<file path="config.mk">
export PLATFORM = sky130hd
export DESIGN_NAME = dmc_drive_flat
export DESIGN_NICKNAME = d
export VERILOG_FILES = /design/src/rtl/dmc_pkg.sv /design/src/rtl/dmc_link_if.sv /design/src/rtl/dmc_drive.sv /design/src/rtl/dmc_edge_sync.sv /design/src/flat_wrapper.sv
export SDC_FILE = /design/constraint.sdc
export NUM_CORES = 1
export LEC_CHECK = 0
export ABC_CLOCK_PERIOD_IN_PS = 68800
export BUFFER_PORTS_ARGS = -buffer_cell sky130_fd_sc_hd__buf_2
export CORE_MARGIN = 2
export CORE_UTILIZATION = 58
export DETAILED_ROUTE_END_ITERATION = 10
export GPL_TIMING_DRIVEN = 1
export PLACE_DENSITY = 0.78
export SLEW_MARGIN = 20
export SYNTH_ARGS = -nofsm -noshare
export SYNTH_HDL_FRONTEND = slang
export SYNTH_SLANG_ARGS = --single-unit
</file>
<file path="constraint.sdc">
create_clock -name clk_i -period 68.8 [get_ports clk_i]
set_input_delay 10.32 -clock clk_i [delete_from_list [all_inputs] [get_ports clk_i]]
set_output_delay 10.32 -clock clk_i [all_outputs]
set_load 0.01 [all_outputs]
</file>
<file path="src/rtl/dmc_pkg.sv">
// Shared constants for the drive mode controller and its step source
package dmc_pkg;
  // Mode-of-operation selector codes
  localparam logic [7:0] MODE_CST = 8'h0a;
  localparam logic [7:0] MODE_STEP_DIR = 8'hff;
  localparam logic [7:0] MODE_AUTO_SETUP = 8'hfe;
  // Status word bit positions
  localparam int SW_SYNC = 8;
  localparam int SW_INDEXED = 10;
  localparam int SW_LIMIT = 11;
  localparam int SW_FOLLOW = 12;
  localparam int SW_FOLLOW_ERR = 13;
  // Control word bit that starts an auto setup run
  localparam int CW_START = 4;
  // Subtype codes
  localparam logic step_dir_subtype = 1'b0;
  localparam logic dual_pulse_subtype = 1'b1;
  // Step scaling defaults: quarter step per pulse
  localparam logic [15:0] STEP_NUM_RST = 16'h0080;
  localparam logic [15:0] STEP_DEN_RST = 16'h0001;
  localparam logic [15:0] FULL_STEP = 16'h0200;
  localparam logic [7:0] STEPS_PER_POLE_PAIR = 8'h04;
  // Cycle time base: only index -3 (1 ms) is accepted
  localparam logic signed [7:0] TIME_INDEX_MS = -8'sd3;
  // Timing
  localparam int CLK_PERIOD_NS = 10;
  localparam int TIME_BASE_NS = 1000000;
  localparam int TIME_BASE_CYC = TIME_BASE_NS / CLK_PERIOD_NS;
  localparam int PULSE_ON_NS = 200;
  localparam int PULSE_ON_CYC = (PULSE_ON_NS + CLK_PERIOD_NS - 1) / CLK_PERIOD_NS;
  localparam int PULSE_PERIOD_NS = 1000;
  localparam int PULSE_PERIOD_CYC = (PULSE_PERIOD_NS + CLK_PERIOD_NS - 1) / CLK_PERIOD_NS;
  localparam int DIR_SETUP_US = 35;
  localparam int DIR_SETUP_CYC = (DIR_SETUP_US * 1000 + CLK_PERIOD_NS - 1) / CLK_PERIOD_NS;
  // Auto setup run length in cycles
  localparam int SETUP_RUN_CYC = 64;
endpackage

</file>
<file path="src/rtl/dmc_link_if.sv">
// Pin-level link between the step source and the drive
`timescale 1ns/1ps
interface dmc_link_if;
  logic step;
  logic dir;
  modport source (output step, output dir);
  modport drive (input step, input dir);
endinterface

</file>
<file path="src/rtl/dmc_drive.sv">
// Drive mode controller: torque, clock-direction and auto setup command handling
//
`timescale 1ns/1ps
module dmc_drive #(
  parameter int POS_W = 32,
  parameter int TIME_BASE_CYC = dmc_pkg::TIME_BASE_CYC
) (
  // Clock and reset
  input wire logic clk_i,
  input wire logic rst_n_i,
  // Pulse link
  dmc_link_if.drive link,
  // Configuration
  input wire logic [7:0] mode_i,
  input wire logic [15:0] control_word_i,
  input wire logic subtype_i,
  input wire logic closed_loop_req_i,
  input wire logic [15:0] step_num_i,
  input wire logic [15:0] step_den_i,
  input wire logic [7:0] pole_pairs_i,
  input wire logic [7:0] cycle_period_i,
  input wire logic signed [7:0] time_index_i,
  input wire logic [15:0] max_torque_i,
  // Cyclic torque setpoint strobe
  input wire logic torque_wr_i,
  input wire logic signed [15:0] torque_i,
  // Feedback
  input wire logic signed [POS_W-1:0] actual_pos_i,
  input wire logic [POS_W-1:0] follow_window_i,
  input wire logic [15:0] follow_timeout_ms_i,
  input wire logic index_i,
  input wire logic limit_neg_i,
  input wire logic limit_pos_i,
  // Outputs
  output logic [15:0] status_word_o,
  output logic signed [POS_W-1:0] demand_pos_o,
  output logic signed [15:0] torque_cmd_o,
  output logic closed_loop_o,
  output logic [15:0] full_steps_rev_o
);
  typedef enum logic [1:0] {SETUP_IDLE, SETUP_RUN, SETUP_DONE} dmc_setup_t;
  typedef struct packed {
    dmc_setup_t setup;
    logic [15:0] setup_cnt;
    logic aligned;
    logic indexed;
    logic start_prev;
    logic [31:0] tick_cnt;
    logic [7:0] ms_cnt;
    logic [7:0] cyc_ms;
    logic written;
    logic sync;
    logic follow;
    logic [15:0] err_ms;
    logic follow_err;
    logic [15:0] frac;
    logic signed [POS_W-1:0] pos;
    logic signed [15:0] torque;
    logic [15:0] status;
    logic [15:0] fsr;
    logic closed_loop;
  } dmc_state_t;
  dmc_state_t st_q, st_d;

  logic [1:0] raw_rise;
  logic [1:0] raw_lvl;
  logic idx_rise;
  logic lim_neg_s;
  logic lim_pos_s;

  // Synchronise both pulse pins and the index pin
  dmc_edge_sync u_sync_step (.clk_i(clk_i), .rst_n_i(rst_n_i), .async_i(link.step),
    .level_o(raw_lvl[0]), .rise_o(raw_rise[0]));
  dmc_edge_sync u_sync_dir (.clk_i(clk_i), .rst_n_i(rst_n_i), .async_i(link.dir),
    .level_o(raw_lvl[1]), .rise_o(raw_rise[1]));
  dmc_edge_sync u_sync_idx (.clk_i(clk_i), .rst_n_i(rst_n_i), .async_i(index_i),
    .level_o(), .rise_o(idx_rise));
  // Limit switch pins are asynchronous too; two stages before any logic reads them
  dmc_edge_sync u_sync_lneg (.clk_i(clk_i), .rst_n_i(rst_n_i), .async_i(limit_neg_i),
    .level_o(lim_neg_s), .rise_o());
  dmc_edge_sync u_sync_lpos (.clk_i(clk_i), .rst_n_i(rst_n_i), .async_i(limit_pos_i),
    .level_o(lim_pos_s), .rise_o());

  // Absolute difference, used for the following error check
  function automatic logic [POS_W-1:0] absdiff(input logic signed [POS_W-1:0] a,
                                               input logic signed [POS_W-1:0] b);
    logic signed [POS_W-1:0] d;
    d = a - b;
    absdiff = d[POS_W-1] ? POS_W'(-d) : d;
  endfunction

  logic [31:0] sum;
  logic [15:0] whole;
  logic step_ev;
  logic step_up;
  logic ms_tick;
  logic limit_hit;

  always_comb begin
    st_d = st_q;
    sum = 32'h0;
    whole = 16'h0;
    step_ev = 1'b0;
    step_up = 1'b0;
    limit_hit = 1'b0;
    // 1 ms time base
    ms_tick = (st_q.tick_cnt == 32'(TIME_BASE_CYC - 1));
    st_d.tick_cnt = ms_tick ? 32'h0 : st_q.tick_cnt + 32'h1;

    // Auto setup run; start only on a control word bit rise
    st_d.start_prev = control_word_i[dmc_pkg::CW_START];
    unique case (st_q.setup)
      SETUP_IDLE, SETUP_DONE: begin
        if (mode_i == dmc_pkg::MODE_AUTO_SETUP && control_word_i[dmc_pkg::CW_START] &&
            !st_q.start_prev) begin
          st_d.setup = SETUP_RUN;
          st_d.setup_cnt = 16'h0;
          st_d.indexed = 1'b0;
        end
      end
      SETUP_RUN: begin
        if (idx_rise) begin
          st_d.indexed = 1'b1;
        end
        st_d.setup_cnt = st_q.setup_cnt + 16'h1;
        if (st_q.setup_cnt == 16'(dmc_pkg::SETUP_RUN_CYC - 1)) begin
          st_d.setup = SETUP_DONE;
          st_d.aligned = 1'b1;
        end
      end
      default: st_d.setup = SETUP_IDLE;
    endcase

    // Cycle time in ms only when the time index is the supported one
    st_d.cyc_ms = (time_index_i == dmc_pkg::TIME_INDEX_MS) ? cycle_period_i : 8'h0;
    if (torque_wr_i) begin
      st_d.written = 1'b1;
    end
    if (ms_tick) begin
      if (st_q.ms_cnt + 8'h1 >= st_q.cyc_ms) begin
        st_d.ms_cnt = 8'h0;
        st_d.sync = st_q.written && st_q.cyc_ms != 8'h0;
        st_d.written = torque_wr_i;
      end else begin
        st_d.ms_cnt = st_q.ms_cnt + 8'h1;
      end
    end

    // Torque mode: setpoint used only under closed loop, control word not read here
    st_d.follow = (mode_i == dmc_pkg::MODE_CST) && st_q.aligned && closed_loop_req_i;
    if (st_q.follow && torque_wr_i) begin
      if (torque_i > $signed({1'b0, max_torque_i[14:0]})) begin
        st_d.torque = $signed({1'b0, max_torque_i[14:0]});
      end else if (torque_i < -$signed({1'b0, max_torque_i[14:0]})) begin
        st_d.torque = -$signed({1'b0, max_torque_i[14:0]});
      end else begin
        st_d.torque = torque_i;
      end
    end else if (!st_q.follow) begin
      st_d.torque = 16'sh0;
    end

    // Pulse decoding by subtype
    if (subtype_i == dmc_pkg::step_dir_subtype) begin
      step_ev = raw_rise[0];
      step_up = raw_lvl[1];
    end else begin
      step_ev = raw_rise[0] ^ raw_rise[1];
      step_up = raw_rise[0];
    end
    // Limit switches stay live: a step into a tripped switch is dropped
    limit_hit = (step_up && lim_pos_s) || (!step_up && lim_neg_s);
    if (mode_i == dmc_pkg::MODE_STEP_DIR && step_ev && !limit_hit) begin
      // Step in full-step/512 units: add num, carry whole units per denominator
      sum = 32'(st_q.frac) + 32'(step_num_i);
      if (step_den_i > 16'h1) begin
        whole = 16'(sum / 32'(step_den_i));
        st_d.frac = 16'(sum % 32'(step_den_i));
      end else begin
        whole = sum[15:0];
        st_d.frac = 16'h0;
      end
      st_d.pos = step_up ? st_q.pos + POS_W'(whole) : st_q.pos - POS_W'(whole);
    end
    st_d.fsr = 16'(pole_pairs_i) * 16'(dmc_pkg::STEPS_PER_POLE_PAIR);
    // Registered so the output comes straight from a flop
    st_d.closed_loop = st_q.follow | (st_q.aligned & closed_loop_req_i);

    // Following error after the window is left for longer than the timeout
    if (mode_i == dmc_pkg::MODE_STEP_DIR && closed_loop_req_i && st_q.aligned &&
        absdiff(st_q.pos, actual_pos_i) > follow_window_i) begin
      if (ms_tick && st_q.err_ms != 16'hffff) begin
        st_d.err_ms = st_q.err_ms + 16'h1;
      end
      st_d.follow_err = st_q.err_ms > follow_timeout_ms_i;
    end else begin
      st_d.err_ms = 16'h0;
      st_d.follow_err = 1'b0;
    end

    // Status word assembly per mode
    st_d.status = 16'h0;
    st_d.status[dmc_pkg::SW_LIMIT] = lim_neg_s | lim_pos_s;
    unique case (mode_i)
      dmc_pkg::MODE_CST: begin
        st_d.status[dmc_pkg::SW_SYNC] = st_q.sync;
        st_d.status[dmc_pkg::SW_FOLLOW] = st_q.follow;
      end
      dmc_pkg::MODE_STEP_DIR: st_d.status[dmc_pkg::SW_FOLLOW_ERR] = st_q.follow_err;
      dmc_pkg::MODE_AUTO_SETUP: begin
        st_d.status[dmc_pkg::SW_INDEXED] = st_q.indexed;
        st_d.status[dmc_pkg::SW_FOLLOW] = st_q.aligned;
      end
      default: st_d.status[dmc_pkg::SW_SYNC] = 1'b0;
    endcase
  end

  always_ff @(posedge clk_i or negedge rst_n_i) begin
    if (!rst_n_i) begin
      st_q <= '0;
    end else begin
      st_q <= st_d;
    end
  end

  // Outputs straight from state
  assign status_word_o = st_q.status;
  assign demand_pos_o = st_q.pos;
  assign torque_cmd_o = st_q.torque;
  assign closed_loop_o = st_q.closed_loop;
  assign full_steps_rev_o = st_q.fsr;
endmodule

</file>
<file path="src/rtl/dmc_edge_sync.sv">
// Two-stage synchroniser with rising edge detect
`timescale 1ns/1ps
module dmc_edge_sync (
  // Clock and reset
  input wire logic clk_i,
  input wire logic rst_n_i,
  // Asynchronous input
  input wire logic async_i,
  // Synchronised level and rising edge pulse
  output logic level_o,
  output logic rise_o
);
  typedef struct packed {
    logic s1;
    logic s2;
    logic s3;
  } dmc_sync_t;
  dmc_sync_t st_q, st_d;

  // Only the second and third stages feed the edge detector, keeping metastability off logic
  always_comb begin
    st_d = st_q;
    st_d.s1 = async_i;
    st_d.s2 = st_q.s1;
    st_d.s3 = st_q.s2;
  end

  always_ff @(posedge clk_i or negedge rst_n_i) begin
    if (!rst_n_i) begin
      st_q <= '0;
    end else begin
      st_q <= st_d;
    end
  end

  assign level_o = st_q.s2;
  assign rise_o = st_q.s2 & ~st_q.s3;
endmodule

</file>
<file path="src/flat_wrapper.sv">
// flat-port wrapper written by rule: the top's interface ports become plain ports
module dmc_drive_flat 
#(
  parameter int POS_W = 32,
  parameter int TIME_BASE_CYC = dmc_pkg::TIME_BASE_CYC
)
  (clk_i, rst_n_i, mode_i, control_word_i, subtype_i, closed_loop_req_i, step_num_i, step_den_i, pole_pairs_i, cycle_period_i, time_index_i, max_torque_i, torque_wr_i, torque_i, actual_pos_i, follow_window_i, follow_timeout_ms_i, index_i, limit_neg_i, limit_pos_i, status_word_o, demand_pos_o, torque_cmd_o, closed_loop_o, full_steps_rev_o, link_step, link_dir);
  dmc_link_if link_i ();
  input wire logic clk_i;
  input wire logic rst_n_i;
  input wire logic [7:0] mode_i;
  input wire logic [15:0] control_word_i;
  input wire logic subtype_i;
  input wire logic closed_loop_req_i;
  input wire logic [15:0] step_num_i;
  input wire logic [15:0] step_den_i;
  input wire logic [7:0] pole_pairs_i;
  input wire logic [7:0] cycle_period_i;
  input wire logic signed [7:0] time_index_i;
  input wire logic [15:0] max_torque_i;
  input wire logic torque_wr_i;
  input wire logic signed [15:0] torque_i;
  input wire logic signed [POS_W-1:0] actual_pos_i;
  input wire logic [POS_W-1:0] follow_window_i;
  input wire logic [15:0] follow_timeout_ms_i;
  input wire logic index_i;
  input wire logic limit_neg_i;
  input wire logic limit_pos_i;
  output logic [15:0] status_word_o;
  output logic signed [POS_W-1:0] demand_pos_o;
  output logic signed [15:0] torque_cmd_o;
  output logic closed_loop_o;
  output logic [15:0] full_steps_rev_o;
  input wire logic [$bits(link_i.step)-1:0] link_step;
  input wire logic [$bits(link_i.dir)-1:0] link_dir;
  assign link_i.step = link_step;
  assign link_i.dir = link_dir;
  dmc_drive #(.POS_W(POS_W), .TIME_BASE_CYC(TIME_BASE_CYC)) u_core (.clk_i(clk_i), .rst_n_i(rst_n_i), .link(link_i), .mode_i(mode_i), .control_word_i(control_word_i), .subtype_i(subtype_i), .closed_loop_req_i(closed_loop_req_i), .step_num_i(step_num_i), .step_den_i(step_den_i), .pole_pairs_i(pole_pairs_i), .cycle_period_i(cycle_period_i), .time_index_i(time_index_i), .max_torque_i(max_torque_i), .torque_wr_i(torque_wr_i), .torque_i(torque_i), .actual_pos_i(actual_pos_i), .follow_window_i(follow_window_i), .follow_timeout_ms_i(follow_timeout_ms_i), .index_i(index_i), .limit_neg_i(limit_neg_i), .limit_pos_i(limit_pos_i), .status_word_o(status_word_o), .demand_pos_o(demand_pos_o), .torque_cmd_o(torque_cmd_o), .closed_loop_o(closed_loop_o), .full_steps_rev_o(full_steps_rev_o));
endmodule
</file>
==> results of run 1 <==
[synth_stat cells, types with 19 or more instances]
cell / count / area (um2)
buf_4: 81 / 608
o211a_1: 26 / 260
nand3_1: 111 / 556
inv_1: 239 / 897
o21a_1: 215 / 1610
o21ai_0: 259 / 1300
nor2_1: 428 / 1610
and3_1: 47 / 294
o31ai_1: 111 / 833
mux2i_1: 58 / 581
xor2_1: 134 / 1170
nor2b_1: 62 / 388
nand2_1: 450 / 1690
nand2b_1: 59 / 369
nand4_1: 55 / 344
o21bai_1: 45 / 338
xnor2_1: 234 / 2050
or3_1: 52 / 325
dfrtp_1: 180 / 4500
nor4_1: 33 / 206
a21o_1: 154 / 1160
a211oi_1: 50 / 375
a211o_1: 19 / 166
a21oi_1: 295 / 1480
a31oi_1: 44 / 275
ha_1: 567 / 7090
and2_1: 58 / 363
mux2_2: 98 / 1100
clkbuf_1: 92 / 345
nor3_1: 255 / 1280
or2_2: 51 / 319
o21ai_1: 31 / 155
o211ai_1: 41 / 308
[cells by family after synthesis]
| logic type | synth area share, % |
|---|---|
| other | 0.00982 |
| xor gates and xnor gates | 8.53 |
| AOI/OAI and AO/OA | 27.9 |
| DFF | 11.8 |
| and+or+nand+nor | 23.1 |
| buffers and inverters | 5.28 |
| adders and majority gates | 18.8 |
| muxes | 4.53 |
[repair_timing]
item                       CTS
gates resized for setup    185
pin swaps                  258
setup endpoints to repair   48
setup buffers              299
gates cloned                 3
hold buffers                 0
[per-layer routing]
layer / global-route usage [%] / GRT overflow
met5: 74.0 / 7
met4: 96.6 / 335
met3: 85.9 / 62
met2: 103 / 756
met1: 89.7 / 79
[per-stage QoR]
stage / util (%) / cell area, um2
after CTS: 86.2 / 56500
after detailed placement: 80.4 / 52600
after global placement: 80.4 / 52600
after floorplan: - / 40300
==> results.sh, run 1 <==
export IMPL_cts_max_path_buffers=2
export IMPL_hpwlAfterDp_mm=114
export IMPL_overflow=1239
export IMPL_synth_edf_count=0
export IMPL_place_port_buffers=247
export IMPL_yosysSeqAreaShare_pct=11.8
export IMPL_synth_distinct_cells=136
export IMPL_initial_core_util_pct=58.3
export IMPL_grt_max_degree=69
export IMPL_ios=283
export IMPL_crit_endpoint="u_core.demand_pos_o[30]$_DFFE_PN0P_/D"
export IMPL_std_cell_rows=94
export IMPL_dp_slack_ps=-22520
export IMPL_cts_made_buffers=17
export IMPL_dp_cells=7511
export IMPL_die_w_um=261
export IMPL_syn_area_per_cell_um2=7.59
export IMPL_error="[ERROR GRT-0232] Routing congestion too high. Check the congestion heatmap in the GUI."
export IMPL_die_y_um=261
export IMPL_async_flop_share_pct=100
export IMPL_worst_path_end_type="sequential cell input"
export IMPL_gp_congestion=1.03
export IMPL_yosys_register_bits=180
export IMPL_h_tree_depth=4
export IMPL_outcome="did not finish"
export IMPL_root_buffer="clkbuf_16"
export IMPL_post_synth_inst_count=5031
export IMPL_synthFlopType="dfrtp_1"
export IMPL_grt_total_usage_pct=93.0
export IMPL_cts_sinks=180
export IMPL_synth_warnings=0
export IMPL_stop_stage="global routing (5_1_grt)"
export IMPL_synth_cell_area_um2=38200
==> inputs of run 2 (changes only) <==
ABC_CLOCK_PERIOD_IN_PS = 89400   (was 68800)
CORE_UTILIZATION = 40   (was 58)
PLACE_DENSITY = unset   (was 0.78)
PLACE_DENSITY_LB_ADDON = 0.15   (was unset)
clock period = 89.4 ns   (was 68.8 ns; I/O delays follow)
==> results.sh, run 2 <==
export IMPL_crit_required_ps=89710
export IMPL_yosysTopAreaCellShare_pct=18.6
export IMPL_layout_commonest_cell="buf_4"
export IMPL_antenna_left=0
export IMPL_finalNetCount=7672
export IMPL_cp_max_fo=8
export IMPL_place_port_buffers=247
export IMPL_core_um2=94700
export IMPL_regMostFlops="u_core.st_q"
export IMPL_end_kind="flop"
export IMPL_drc=0
export IMPL_std_cell_rows=113
export IMPL_largest_reg_flops=105
export IMPL_die_area_um2=97900
export IMPL_multiInputGateArea_um2=34800
export IMPL_final_period_utilization_pct=106
export IMPL_timing_fmax_ghz=0.0105
export IMPL_outcome="finished, violations left"
export IMPL_maxSlewHeadroom_pct=22.5
export IMPL_grt_total_usage_pct=26.1
export IMPL_ys_top_cells_by_area="ha_1 19%, dfrtp_1 12%, xnor2_1 5.4%, nand2_1 4.4%, o21a_1 4.2%"
export IMPL_drtPass1Iterations=5
export IMPL_cts_tree="done"
export IMPL_routedWlPerCell_um=16.3
export IMPL_cts_max_path_buffers=2
export IMPL_vias=43800
export IMPL_async_flop_share_pct=100
export IMPL_final_hold_viol_count=0
export IMPL_insertion_delay_ps=460
export IMPL_final_setup_worst_slack_ps=-5590
export IMPL_yosysSeqAreaShare_pct=11.8
export IMPL_final_cell_mix="1,732 x buf_4, 511 x ha_1, 422 x nand2_1"
export IMPL_syn_area_per_cell_um2=7.59
export IMPL_cpMaxStageDelayCell="or4_4"
export IMPL_drtIter0Drc=2417
export IMPL_dp_slack_ps=-7660
export IMPL_root_buffer="clkbuf_16"
export IMPL_synth_edf_count=0
export IMPL_area_growth_pct=49.9
export IMPL_overflow=0
export IMPL_maxCapViolations=0
export IMPL_yosys_top_cells_count="567 x ha_1, 450 x nand2_1, 428 x nor2_1"
export IMPL_h_tree_depth=4
export IMPL_rsz0062_at_grt="yes"
export IMPL_post_synth_inst_count=5031
export IMPL_holdWs_ps=353
export IMPL_synth_cell_area_um2=38200
export IMPL_finalClockSkew_ps=20.3
export IMPL_antenna_found_initial=4
export IMPL_clk_pin_slew_ps=80
export IMPL_vias_per_cell=5.36
export IMPL_cts_hold_buf=0
export IMPL_critPathMostFrequentCell="o21a_1"
export IMPL_drive_gt1_share_pct=39.3
export IMPL_tightestPinTransition_ps=1160
export IMPL_violations="negative setup slack"
export IMPL_grt_pass1_wl_mm=212
export IMPL_worstPathArrival_ps=95300
export IMPL_synth_warnings=0
export IMPL_critPathLaunchType="input pin"
export IMPL_gp_congestion=0.912
export IMPL_die_y_um=313
export IMPL_critical_path_class="in -> reg"
export IMPL_ios=283
export IMPL_setup_viol=48
export IMPL_worstRegToRegCells=373
export IMPL_finalMaxSlewViolations=0
export IMPL_hp_class="reg -> reg"
export IMPL_cpPeakStageDelay_ps=580
export IMPL_wl_mm=133
export IMPL_yosys_register_bits=180
export IMPL_hpwlAfterDp_mm=105
export IMPL_final_min_clock_period_ps=94990
export IMPL_initial_core_util_pct=40.3
export IMPL_yosysTopAreaCell="ha_1"
export IMPL_synthFlopType="dfrtp_1"
export IMPL_num_fill_cells=8648
export IMPL_die_w_um=313
export IMPL_yosysMostFrequentCell="ha_1"
export IMPL_grt_pass1_vias=42000
export IMPL_grt_max_degree=68
export IMPL_cts_sinks=180
export IMPL_whs_path_depth=0
export IMPL_synth_distinct_cells=136
export IMPL_seqCellArea_um2=4500
export IMPL_cts_made_buffers=17
run 2: path summary, 6_finish.rpt:
path                                                     start                             endpoint  slack, ps
min in group asynchronous                              rst_n_i  u_core.demand_pos_o[25]$_DFFE_PN0P_      12930
hold / removal             u_core.u_sync_idx.st_d[1]$_DFF_PN0_  u_core.u_sync_idx.level_o$_DFF_PN0_        350
setup / recovery                                 step_den_i[0]  u_core.demand_pos_o[30]$_DFFE_PN0P_      -5590
setup reg to reg                   u_core.st_q[81]$_DFFE_PN0P_  u_core.demand_pos_o[30]$_DFFE_PN0P_      22100
max in group asynchronous                              rst_n_i           u_core.st_q[159]$_DFF_PN0_      74460
hold reg to reg            u_core.u_sync_idx.st_d[1]$_DFF_PN0_  u_core.u_sync_idx.level_o$_DFF_PN0_        350
run 2: through the flow:
step | setup TNS (ps) | cell area, um2 | instances | utilization [%]
floorplan | -124970 | 40300 | 5064 | -
global placement | -199660 | 52800 | 7861 | 55.7
detailed placement | -222770 | 52800 | 7861 | 55.7
CTS | -119160 | 55000 | 8030 | 58.0
global route | -303210 | 57200 | 8179 | 60.4
finish | -122040 | 57200 | 8180 | 60.4
run 2: worst max-delay path: cells and delay by family:
kind,cells,cell delay [ps]
fa+ha+maj,31,8200
buf+inv,31,4150
compound gates,285,52950
xor+xnor,2,320
mux,9,2600
simple gates,88,13390
run 2: final cells by class:
type                            count  area share, %
Multi-Input combinational cell   4441           60.8
Timing Repair Buffer             2018           25.8
Sequential cell                   180           7.87
Tap cell                         1265           2.77
Inverter                          241           1.61
Clock buffer                       17          0.744
Clock inverter                     15          0.354
Antenna cell                        3         0.0131
run 2: metal layers:
metal | GRT usage, % | routed length (um) | vias up
li1 | - | - | 22300
met1 | 35.4 | 62900 | 20700
met2 | 45.2 | 63600 | 688
met3 | 2.16 | 4190 | 130
met4 | 5.01 | 2510 | 0
met5 | 0 | 0 | -
run 2: logic make-up after synthesis:
kind of cell	count (synthesis)	synth area share [%]
multiplexers	159	4.53
other	1	0.00982
flip-flops	180	11.8
XOR/XNOR	370	8.53
AO/OA/AOI/OAI	1526	27.9
buffers and inverters	443	5.28
AND/OR/NAND/NOR	1780	23.1
adder cells (fa/ha/maj)	572	18.8
run 2: what timing repair did:
| action | in CTS | in global routing |
|---|---|---|
| cloned | 2 | 0 |
| resized for setup | 105 | 215 |
| endpoints found under the hold margin | 0 | 0 |
| endpoints found under the setup margin | 48 | 48 |
| pin swaps | 93 | 233 |
| setup buffers | 136 | 148 |
Power of run 2 is not shown: default switching activity piles up to over one toggle a cycle in this logic, so the estimate is an artifact.
